**src/rdi_cfg.svh**
```systemverilog
`ifndef RDI_CFG_SVH
`define RDI_CFG_SVH

// ****************************************************************
// Register offsets
// ****************************************************************
`define RDI_ADDR_COMM_EN   8'h02
`define RDI_ADDR_AUX_EN    8'h03
`define RDI_ADDR_COMM_REQ  8'h04
`define RDI_ADDR_AUX_REQ   8'h05
`define RDI_ADDR_ERR       8'h06

// ****************************************************************
// Reset values
// ****************************************************************
`define RDI_RST_COMM_EN    8'h80
`define RDI_RST_AUX_EN     8'h00
`define RDI_RST_COMM_REQ   8'h14
`define RDI_RST_AUX_REQ    8'h00
`define RDI_RST_ERR        8'h00
`define RDI_RST_BYTE       8'h00
`define RDI_RST_BIT        1'b0

// ****************************************************************
// Writable and readable bit masks
// ****************************************************************
`define RDI_MASK_COMM_EN   8'hFF
`define RDI_MASK_AUX_EN    8'hB4
`define RDI_MASK_COMM_REQ  8'h7F
`define RDI_MASK_AUX_REQ   8'h34

// ****************************************************************
// Field positions
// ****************************************************************
`define RDI_BIT_SETSEL     7
`define RDI_BIT_INVERT     7
`define RDI_BIT_DRIVE      7
`define RDI_BIT_TX         6
`define RDI_BIT_RX         5
`define RDI_BIT_IDLE       4
`define RDI_BIT_HI         3
`define RDI_BIT_LO         2
`define RDI_BIT_ERRF       1
`define RDI_BIT_TIMER      0
`define RDI_BIT_CARD       5
`define RDI_BIT_TEST       4
`define RDI_BIT_CRCD       2
`define RDI_BIT_E_WR       7
`define RDI_BIT_E_TEMP     6
`define RDI_BIT_E_OVFL     4
`define RDI_BIT_E_COLL     3
`define RDI_BIT_E_CRC      2
`define RDI_BIT_E_PAR      1
`define RDI_BIT_E_SOF      0

// ****************************************************************
// Misc values
// ****************************************************************
`define RDI_TIMER_ZERO     16'h0000

`endif

```
**src/rdi_pkg.sv**
```systemverilog
package rdi_pkg;

    // ************************************************************
    // Core register state
    // ************************************************************
    typedef struct packed {
        logic [7:0] comm_en;
        logic [7:0] aux_en;
        logic [7:0] comm_req;
        logic [7:0] aux_req;
        logic [7:0] err;
        logic [7:0] rdata;
        logic       cmd_clear;
    } rdi_core_t;

    // ************************************************************
    // Event detector state
    // ************************************************************
    typedef struct packed {
        logic hi_prev;
        logic lo_prev;
        logic test_prev;
        logic timer_nonzero;
    } rdi_det_t;

endpackage

```
**src/rdi_evt_if.sv**
```systemverilog
interface rdi_evt_if #(
    parameter int TW = 16
);
    logic          fifo_high_status;
    logic          fifo_low_status;
    logic          test_signal_input;
    logic [TW-1:0] timer_current_value;
    logic          hi_rise;
    logic          lo_rise;
    logic          test_edge;
    logic          timer_zero;

    modport det (
        input  fifo_high_status,
        input  fifo_low_status,
        input  test_signal_input,
        input  timer_current_value,
        output hi_rise,
        output lo_rise,
        output test_edge,
        output timer_zero
    );

    modport core (
        output fifo_high_status,
        output fifo_low_status,
        output test_signal_input,
        output timer_current_value,
        input  hi_rise,
        input  lo_rise,
        input  test_edge,
        input  timer_zero
    );
endinterface

```
**src/rdi_evt_detect.sv**
```systemverilog
`include "rdi_cfg.svh"

module rdi_evt_detect (
    input  wire logic clock,
    input  wire logic nrst,
    rdi_evt_if.det    ev
);

    rdi_pkg::rdi_det_t st_r;
    rdi_pkg::rdi_det_t st_nxt;

    // ************************************************************
    // Edge and terminal count detection
    // ************************************************************
    assign ev.hi_rise    = ev.fifo_high_status & ~st_r.hi_prev;
    assign ev.lo_rise    = ev.fifo_low_status & ~st_r.lo_prev;
    assign ev.test_edge  = ev.test_signal_input ^ st_r.test_prev;
    assign ev.timer_zero = st_r.timer_nonzero &
                           (ev.timer_current_value == `RDI_TIMER_ZERO);

    always_comb begin
        st_nxt               = st_r;
        st_nxt.hi_prev       = ev.fifo_high_status;
        st_nxt.lo_prev       = ev.fifo_low_status;
        st_nxt.test_prev     = ev.test_signal_input;
        st_nxt.timer_nonzero = (ev.timer_current_value != `RDI_TIMER_ZERO);
    end

    always_ff @(posedge clock) begin
        if (!nrst) begin
            st_r <= '{hi_prev: `RDI_RST_BIT, lo_prev: `RDI_RST_BIT,
                      test_prev: `RDI_RST_BIT, timer_nonzero: `RDI_RST_BIT};
        end else begin
            st_r <= st_nxt;
        end
    end

endmodule

```
**src/rdi_irq_flags.sv**
```systemverilog
`include "rdi_cfg.svh"

module rdi_irq_flags #(
    parameter int TW = 16
) (
    input  wire logic          clock,
    input  wire logic          nrst,
    input  wire logic [7:0]    reg_addr,
    input  wire logic [7:0]    reg_wdata,
    input  wire logic          reg_wr,
    input  wire logic          reg_rd,
    output logic      [7:0]    reg_rdata,
    input  wire logic          tx_last_bit_sent,
    input  wire logic          rx_data_valid,
    input  wire logic          rx_require_no_error,
    input  wire logic          cmd_terminated,
    input  wire logic          cmd_unknown_started,
    input  wire logic          cmd_idle_started,
    input  wire logic          cmd_start,
    input  wire logic          fifo_high_status,
    input  wire logic          fifo_low_status,
    input  wire logic [TW-1:0] timer_current_value,
    input  wire logic          lpcd_card_detected,
    input  wire logic          test_signal_input,
    input  wire logic          crc_cmd_valid,
    input  wire logic          crc_all_done,
    input  wire logic          rx_startup,
    input  wire logic          rx_crc_check_enable,
    input  wire logic          crc_mismatch,
    input  wire logic          parity_fault,
    input  wire logic          sof_fault,
    input  wire logic          collision_fault,
    input  wire logic          rate_106k,
    input  wire logic          type_a_mode,
    input  wire logic          write_fault,
    input  wire logic          over_temp,
    input  wire logic          temp_clear,
    input  wire logic          fifo_overflow,
    input  wire logic          fifo_flush,
    output logic               irq_out,
    output logic               irq_oe,
    output logic               irq_status,
    output logic               cmd_field_clear
);

    // ************************************************************
    // Helpers
    // ************************************************************
    function automatic logic [7:0] sc_write(
        input logic [7:0] cur,
        input logic [7:0] wd,
        input logic [7:0] mask,
        input logic       hit
    );
        logic [7:0] res;
        res = cur;
        if (hit) begin
            if (wd[`RDI_BIT_SETSEL]) begin
                res = cur | (wd & mask);
            end else begin
                res = cur & ~(wd & mask);
            end
        end
        return res;
    endfunction

    function automatic logic [7:0] put_bit(
        input logic [7:0] v,
        input int         pos,
        input logic       b
    );
        logic [7:0] res;
        res      = v;
        res[pos] = b;
        return res;
    endfunction

    // ************************************************************
    // State and event wiring
    // ************************************************************
    rdi_pkg::rdi_core_t st_r;
    rdi_pkg::rdi_core_t st_nxt;

    rdi_evt_if #(.TW(TW)) ev ();

    logic [7:0] comm_hw;
    logic [7:0] aux_hw;
    logic [7:0] err_set;
    logic [7:0] err_clr;
    logic [7:0] err_next_v;
    logic       hit_comm_en;
    logic       hit_aux_en;
    logic       hit_comm_req;
    logic       hit_aux_req;
    logic       pin_level;

    assign ev.fifo_high_status    = fifo_high_status;
    assign ev.fifo_low_status     = fifo_low_status;
    assign ev.test_signal_input   = test_signal_input;
    assign ev.timer_current_value = timer_current_value;

    rdi_evt_detect u_det (
        .clock (clock),
        .nrst  (nrst),
        .ev    (ev.det)
    );

    assign hit_comm_en  = reg_wr && (reg_addr == `RDI_ADDR_COMM_EN);
    assign hit_aux_en   = reg_wr && (reg_addr == `RDI_ADDR_AUX_EN);
    assign hit_comm_req = reg_wr && (reg_addr == `RDI_ADDR_COMM_REQ);
    assign hit_aux_req  = reg_wr && (reg_addr == `RDI_ADDR_AUX_REQ);

    // ************************************************************
    // Error register events
    // ************************************************************
    always_comb begin
        err_set = `RDI_RST_BYTE;
        err_clr = `RDI_RST_BYTE;
        err_set = put_bit(err_set, `RDI_BIT_E_WR, write_fault);
        err_set = put_bit(err_set, `RDI_BIT_E_TEMP, over_temp);
        err_set = put_bit(err_set, `RDI_BIT_E_OVFL, fifo_overflow);
        err_set = put_bit(err_set, `RDI_BIT_E_COLL,
                          collision_fault & rate_106k);
        err_set = put_bit(err_set, `RDI_BIT_E_CRC,
                          crc_mismatch & rx_crc_check_enable);
        err_set = put_bit(err_set, `RDI_BIT_E_PAR,
                          parity_fault & rate_106k & type_a_mode);
        err_set = put_bit(err_set, `RDI_BIT_E_SOF,
                          sof_fault & rate_106k);
        err_clr = put_bit(err_clr, `RDI_BIT_E_WR, cmd_start);
        err_clr = put_bit(err_clr, `RDI_BIT_E_TEMP, temp_clear);
        err_clr = put_bit(err_clr, `RDI_BIT_E_OVFL, fifo_flush);
        err_clr = put_bit(err_clr, `RDI_BIT_E_COLL, rx_startup);
        err_clr = put_bit(err_clr, `RDI_BIT_E_CRC, rx_startup);
        err_clr = put_bit(err_clr, `RDI_BIT_E_PAR, rx_startup);
        err_clr = put_bit(err_clr, `RDI_BIT_E_SOF, rx_startup);
        // Set wins over an automatic clear in the same cycle
        err_next_v = (st_r.err & ~err_clr) | err_set;
    end

    // ************************************************************
    // Hardware request events
    // ************************************************************
    always_comb begin
        comm_hw = `RDI_RST_BYTE;
        aux_hw  = `RDI_RST_BYTE;
        comm_hw = put_bit(comm_hw, `RDI_BIT_TX, tx_last_bit_sent);
        comm_hw = put_bit(comm_hw, `RDI_BIT_RX,
                          rx_data_valid & rx_require_no_error);
        comm_hw = put_bit(comm_hw, `RDI_BIT_IDLE,
                          cmd_terminated | cmd_unknown_started);
        comm_hw = put_bit(comm_hw, `RDI_BIT_HI, ev.hi_rise);
        comm_hw = put_bit(comm_hw, `RDI_BIT_LO, ev.lo_rise);
        comm_hw = put_bit(comm_hw, `RDI_BIT_ERRF,
                          |(err_next_v & ~st_r.err));
        comm_hw = put_bit(comm_hw, `RDI_BIT_TIMER, ev.timer_zero);
        aux_hw  = put_bit(aux_hw, `RDI_BIT_CARD, lpcd_card_detected);
        aux_hw  = put_bit(aux_hw, `RDI_BIT_TEST, ev.test_edge);
        aux_hw  = put_bit(aux_hw, `RDI_BIT_CRCD,
                          crc_cmd_valid & crc_all_done);
    end

    // ************************************************************
    // Next state
    // ************************************************************
    always_comb begin
        st_nxt = st_r;
        if (hit_comm_en) begin
            st_nxt.comm_en = reg_wdata & `RDI_MASK_COMM_EN;
        end
        if (hit_aux_en) begin
            st_nxt.aux_en = reg_wdata & `RDI_MASK_AUX_EN;
        end
        // Hardware set wins over a software clear in the same cycle
        st_nxt.comm_req = sc_write(st_r.comm_req, reg_wdata,
                                   `RDI_MASK_COMM_REQ, hit_comm_req)
                        | comm_hw;
        st_nxt.aux_req  = sc_write(st_r.aux_req, reg_wdata,
                                   `RDI_MASK_AUX_REQ, hit_aux_req)
                        | aux_hw;
        st_nxt.err       = err_next_v;
        st_nxt.cmd_clear = cmd_unknown_started;
        st_nxt.rdata     = `RDI_RST_BYTE;
        if (reg_rd) begin
            case (reg_addr)
                `RDI_ADDR_COMM_EN:  st_nxt.rdata = st_r.comm_en;
                `RDI_ADDR_AUX_EN:   st_nxt.rdata = st_r.aux_en;
                `RDI_ADDR_COMM_REQ: st_nxt.rdata = st_r.comm_req;
                `RDI_ADDR_AUX_REQ:  st_nxt.rdata = st_r.aux_req;
                `RDI_ADDR_ERR:      st_nxt.rdata = st_r.err;
                default:            st_nxt.rdata = `RDI_RST_BYTE;
            endcase
        end
    end

    always_ff @(posedge clock) begin
        if (!nrst) begin
            st_r <= '{comm_en: `RDI_RST_COMM_EN, aux_en: `RDI_RST_AUX_EN,
                      comm_req: `RDI_RST_COMM_REQ,
                      aux_req: `RDI_RST_AUX_REQ, err: `RDI_RST_ERR,
                      rdata: `RDI_RST_BYTE, cmd_clear: `RDI_RST_BIT};
        end else begin
            st_r <= st_nxt;
        end
    end

    // ************************************************************
    // Outputs and IRQ pin
    // ************************************************************
    assign irq_status = |(st_r.comm_req & st_r.comm_en & `RDI_MASK_COMM_REQ)
                      | |(st_r.aux_req & st_r.aux_en & `RDI_MASK_AUX_REQ);
    assign pin_level  = irq_status ^ st_r.comm_en[`RDI_BIT_INVERT];
    // Open drain only pulls low; push-pull drives both levels
    assign irq_out    = st_r.aux_en[`RDI_BIT_DRIVE] & pin_level;
    assign irq_oe     = st_r.aux_en[`RDI_BIT_DRIVE] | ~pin_level;
    assign reg_rdata       = st_r.rdata;
    assign cmd_field_clear = st_r.cmd_clear;
endmodule

```
**config.mk**
```make
export PLATFORM = sky130hd
export DESIGN_NAME = rdi_irq_flags
export DESIGN_NICKNAME = d
export VERILOG_FILES = /design/src/rdi_pkg.sv /design/src/rdi_evt_if.sv /design/src/rdi_evt_detect.sv /design/src/rdi_irq_flags.sv
export VERILOG_INCLUDE_DIRS = /design/src
export SDC_FILE = /design/constraint.sdc
export NUM_CORES = 1
export LEC_CHECK = 0
export BUFFER_PORTS_ARGS = -buffer_cell sky130_fd_sc_hd__buf_2
export CORE_MARGIN = 2
export CORE_UTILIZATION = 25
export DETAILED_ROUTE_END_ITERATION = 10
export RECOVER_POWER = 25
export SLEW_MARGIN = 0
export SYNTH_ARGS = -nofsm -noshare
export SYNTH_HDL_FRONTEND = slang
export SYNTH_HIERARCHICAL = 1
export SYNTH_SLANG_ARGS = --single-unit
export TNS_END_PERCENT = 10
```
**constraint.sdc**
```tcl
create_clock -name clock -period 2.7 [get_ports clock]
set_input_delay 0.405 -clock clock [delete_from_list [all_inputs] [get_ports clock]]
set_output_delay 0.405 -clock clock [all_outputs]
set_load 0.01 [all_outputs]
```
==> flow_summary.yaml <==
status:
  outcome: "finished, final reports clean"
power_and_ir_drop:
  internal-power_w: 0.0009122
  seqPwrFrac: 0.536
  p_switching_w: 0.0003013
  sw_frac_of_total: 0.2483
  clkPwrFrac: 0.345
  combinationalPowerShare: 0.119
  vdd_drop_max_v: 0.0002039
  p_leak_nw: 1.138
  power-per-cell-area_nw_per_um2: 475.9
final_layout:
  seq_area_um2: 840.8
  multiInputGateArea_um2: 1055
  drive_gt1_frac: 0.2901
  syn_to_final_growth_pct: 23.59
  nets: 354
  final_cell_mix: "buf_2 (63), dfxtp_1 (42), nor2_1 (26)"
  mostFrequentLayoutCell: "buf_2"
  fillers: 917
  n_antenna_cell: 0
drt:
  vias_per_cell: 4.656
  antenna_left: 0
  route.detailed.drc: 0
  vias: 1853
  wl_um: 5330
  routedWlPerCell_um: 13.39
  drtIter0Drc: 93
  dr.pass1.iters: 4
die:
  io_pins: 74
  coreArea_um2: 8093
  fp-row-count: 33
  die_w_um: 94.85
  start_util: 0.2549
  die_h_um: 94.85
  dieArea_um2: 8996
synthesis:
  ys_types: 40
  yosysTopAreaCellShare: 0.4075
  synthesis.area_um2: 2063
  synth_edf_count: 0
  synthesis.nets: 290
  ys_seq_area_frac: 0.4075
  async_flop_share: 0
  synth_seq_cells: 42
  avgSynthCellArea_um2: 9.049
  synthTopCellsByArea: "dfxtp_1 (41%), mux2i_1 (10%), nor2_1 (4.7%)"
  yosysTopAreaCell: "dfxtp_1"
  ys.flop_type: "dfxtp_1"
  ys_warn_count: 6
  postSynthCellCount: 228
place:
  post-dp-hpwl_um: 4155
  post-place-ws_ns: 0.7436
  port_buffers: 72
  gp_congestion: 0.7819
clock_tree:
  cts.sinks: 42
  cts_buffer_depth: 2
  cts_made_buffers: 5
  cts_tree: "done"
  clock_latency_ns: 0.29
  cts_resized: 0
  postCtsHoldBufs: 0
  clkTransAtPathRegs_ns: 0.08
  cts_max_level: 2
  cts_setup_buffers: 0
  ctsRootBufferMaster: "clkbuf_8"
grt:
  grt-ovfl-total: 0
  grt_pass1_wl_um: 8493
  grt_antenna_before_repair: 0
  first_global_vias: 1765
  track_usage: 0.1216
  grt_max_degree: 27
setup_path:
  cpMaxStageDelayCell: "dfxtp_1"
  cp_max_fo: 3
  required_ns: 2.30
  startpoint_type: "flop"
  path_class: "reg -> out"
  cp_slowest_stage_delay_ns: 0.34
  arrival_ns: 1.73
  endpoint_kind: "primary output"
  crit_chain: "a22o_1, a221oi_1, and3_1, mux2i_1, buf_2"
sta:
  maxSlewHeadroom: 0.4529
  final.setup.tns_ns: 0
  setup_viol: 0
  worst_pin_slew_ns: 0.8198
  final_max_slew_viol_count: 0
  hold_violations: 0
  min_period_ns: 2.133
  fmax_ghz: 0.4689
  post-route-period-util: 0.7899
  fin_skew_ns: 0.006757
  rsz0062_at_grt: "no"
  worst_slack_ns: 0.5673
worst_hold_path:
  hold_path_class: "in -> reg"
job:
  cap_violations: 0
-- cells in the mapped netlist, types with 2 or more instances --
| library cell | number |
|---|---|
| a211oi_1 | 2 |
| a21oi_1 | 12 |
| a221oi_1 | 5 |
| a22o_1 | 2 |
| a22oi_1 | 9 |
| a31oi_1 | 2 |
| a41oi_1 | 2 |
| and2_1 | 5 |
| and3_1 | 2 |
| buf_2 | 5 |
| buf_4 | 9 |
| clkbuf_1 | 5 |
| dfxtp_1 | 42 |
| inv_1 | 12 |
| mux2_2 | 6 |
| mux2i_1 | 21 |
| nand2_1 | 12 |
| nand2b_1 | 3 |
| nand3_1 | 4 |
| nand4_1 | 10 |
| nand4b_1 | 2 |
| nor2_1 | 26 |
| nor2b_1 | 9 |
| nor4_1 | 3 |
| o21ai_0 | 2 |
| o22ai_1 | 2 |
-- critical path: cells and delay by family (launching register included) --
kind            cells  cell delay [ns]
mux                 1             0.20
flops               1             0.34
buf+inv             1             0.14
simple gates        1             0.29
compound gates      2             0.46
-- through the flow --
step	cells	hold WS (ns)	total power, W	area (um^2)	utilization
3_3_place_gp	390	0.4672	0.0008075	2470	0.3052
3_5_place_dp	390	0.4791	0.0008105	2470	0.3052
6_report	398	0.3228	0.001214	2550	0.3151
4_1_cts	398	0.3182	0.001227	2561	0.3165
5_1_grt	398	0.3289	0.001266	2550	0.3151
2_1_floorplan	228	0.4460	0.0007351	2063	-
-- worst paths after layout --
kind                            depth (start not counted)                       to           startpoint  slack, ns
worst min-delay path                                    3      st_r[29]$_SDFF_PN1_       cmd_terminated       0.32
worst min register to register                          2      st_r[10]$_SDFF_PN0_  st_r[10]$_SDFF_PN0_       0.49
worst max register to register                          3  reg_rdata[4]$_SDFF_PN0_  st_r[13]$_SDFF_PN0_       1.63
worst max-delay path                                    5                   irq_oe  st_r[29]$_SDFF_PN1_       0.57
-- sequential cells by signal, indices dropped and copies added, names as in the netlist --
name             count
reg_rdata            8
u_det/st_r           4
st_r                29
cmd_field_clear      1
-- kinds of logic after synthesis --
family / count (synthesis) / share of synthesized area
buffers and inverters: 32 / 0.08126
multiplexers: 28 / 0.1401
AND/OR/NAND/NOR: 83 / 0.2268
flip-flops: 42 / 0.4075
XOR/XNOR: 1 / 0.004246
AO/OA/AOI/OAI: 42 / 0.1401
-- final cells by class --
cell class / count / share of cell area
well taps: 105 / 0.05152
flip-flops and latches: 42 / 0.3297
multi-input cells: 154 / 0.4136
clock buffers: 7 / 0.03386
inverters: 12 / 0.01766
repair buffers: 77 / 0.1516
clock inverters: 1 / 0.001963
-- power groups by stage --
stage	clock (W)	combinational, W	sequential [W]
after floorplan	0	0.0000747	0.000660
after global placement	0	0.000143	0.000664
after detailed placement	0	0.000146	0.000665
after CTS	0.000430	0.000146	0.000650
after global routing	0.000452	0.000161	0.000653
final	0.000419	0.000145	0.000650
-- routing by layer --
layer  global-route usage  routed length, um
met2               0.2033               2506
met1               0.1544               2390
met5                    0                  0
met3              0.03033                372
met4              0.03623                 60
No activity file was read; power rests on OpenSTA's default activity.
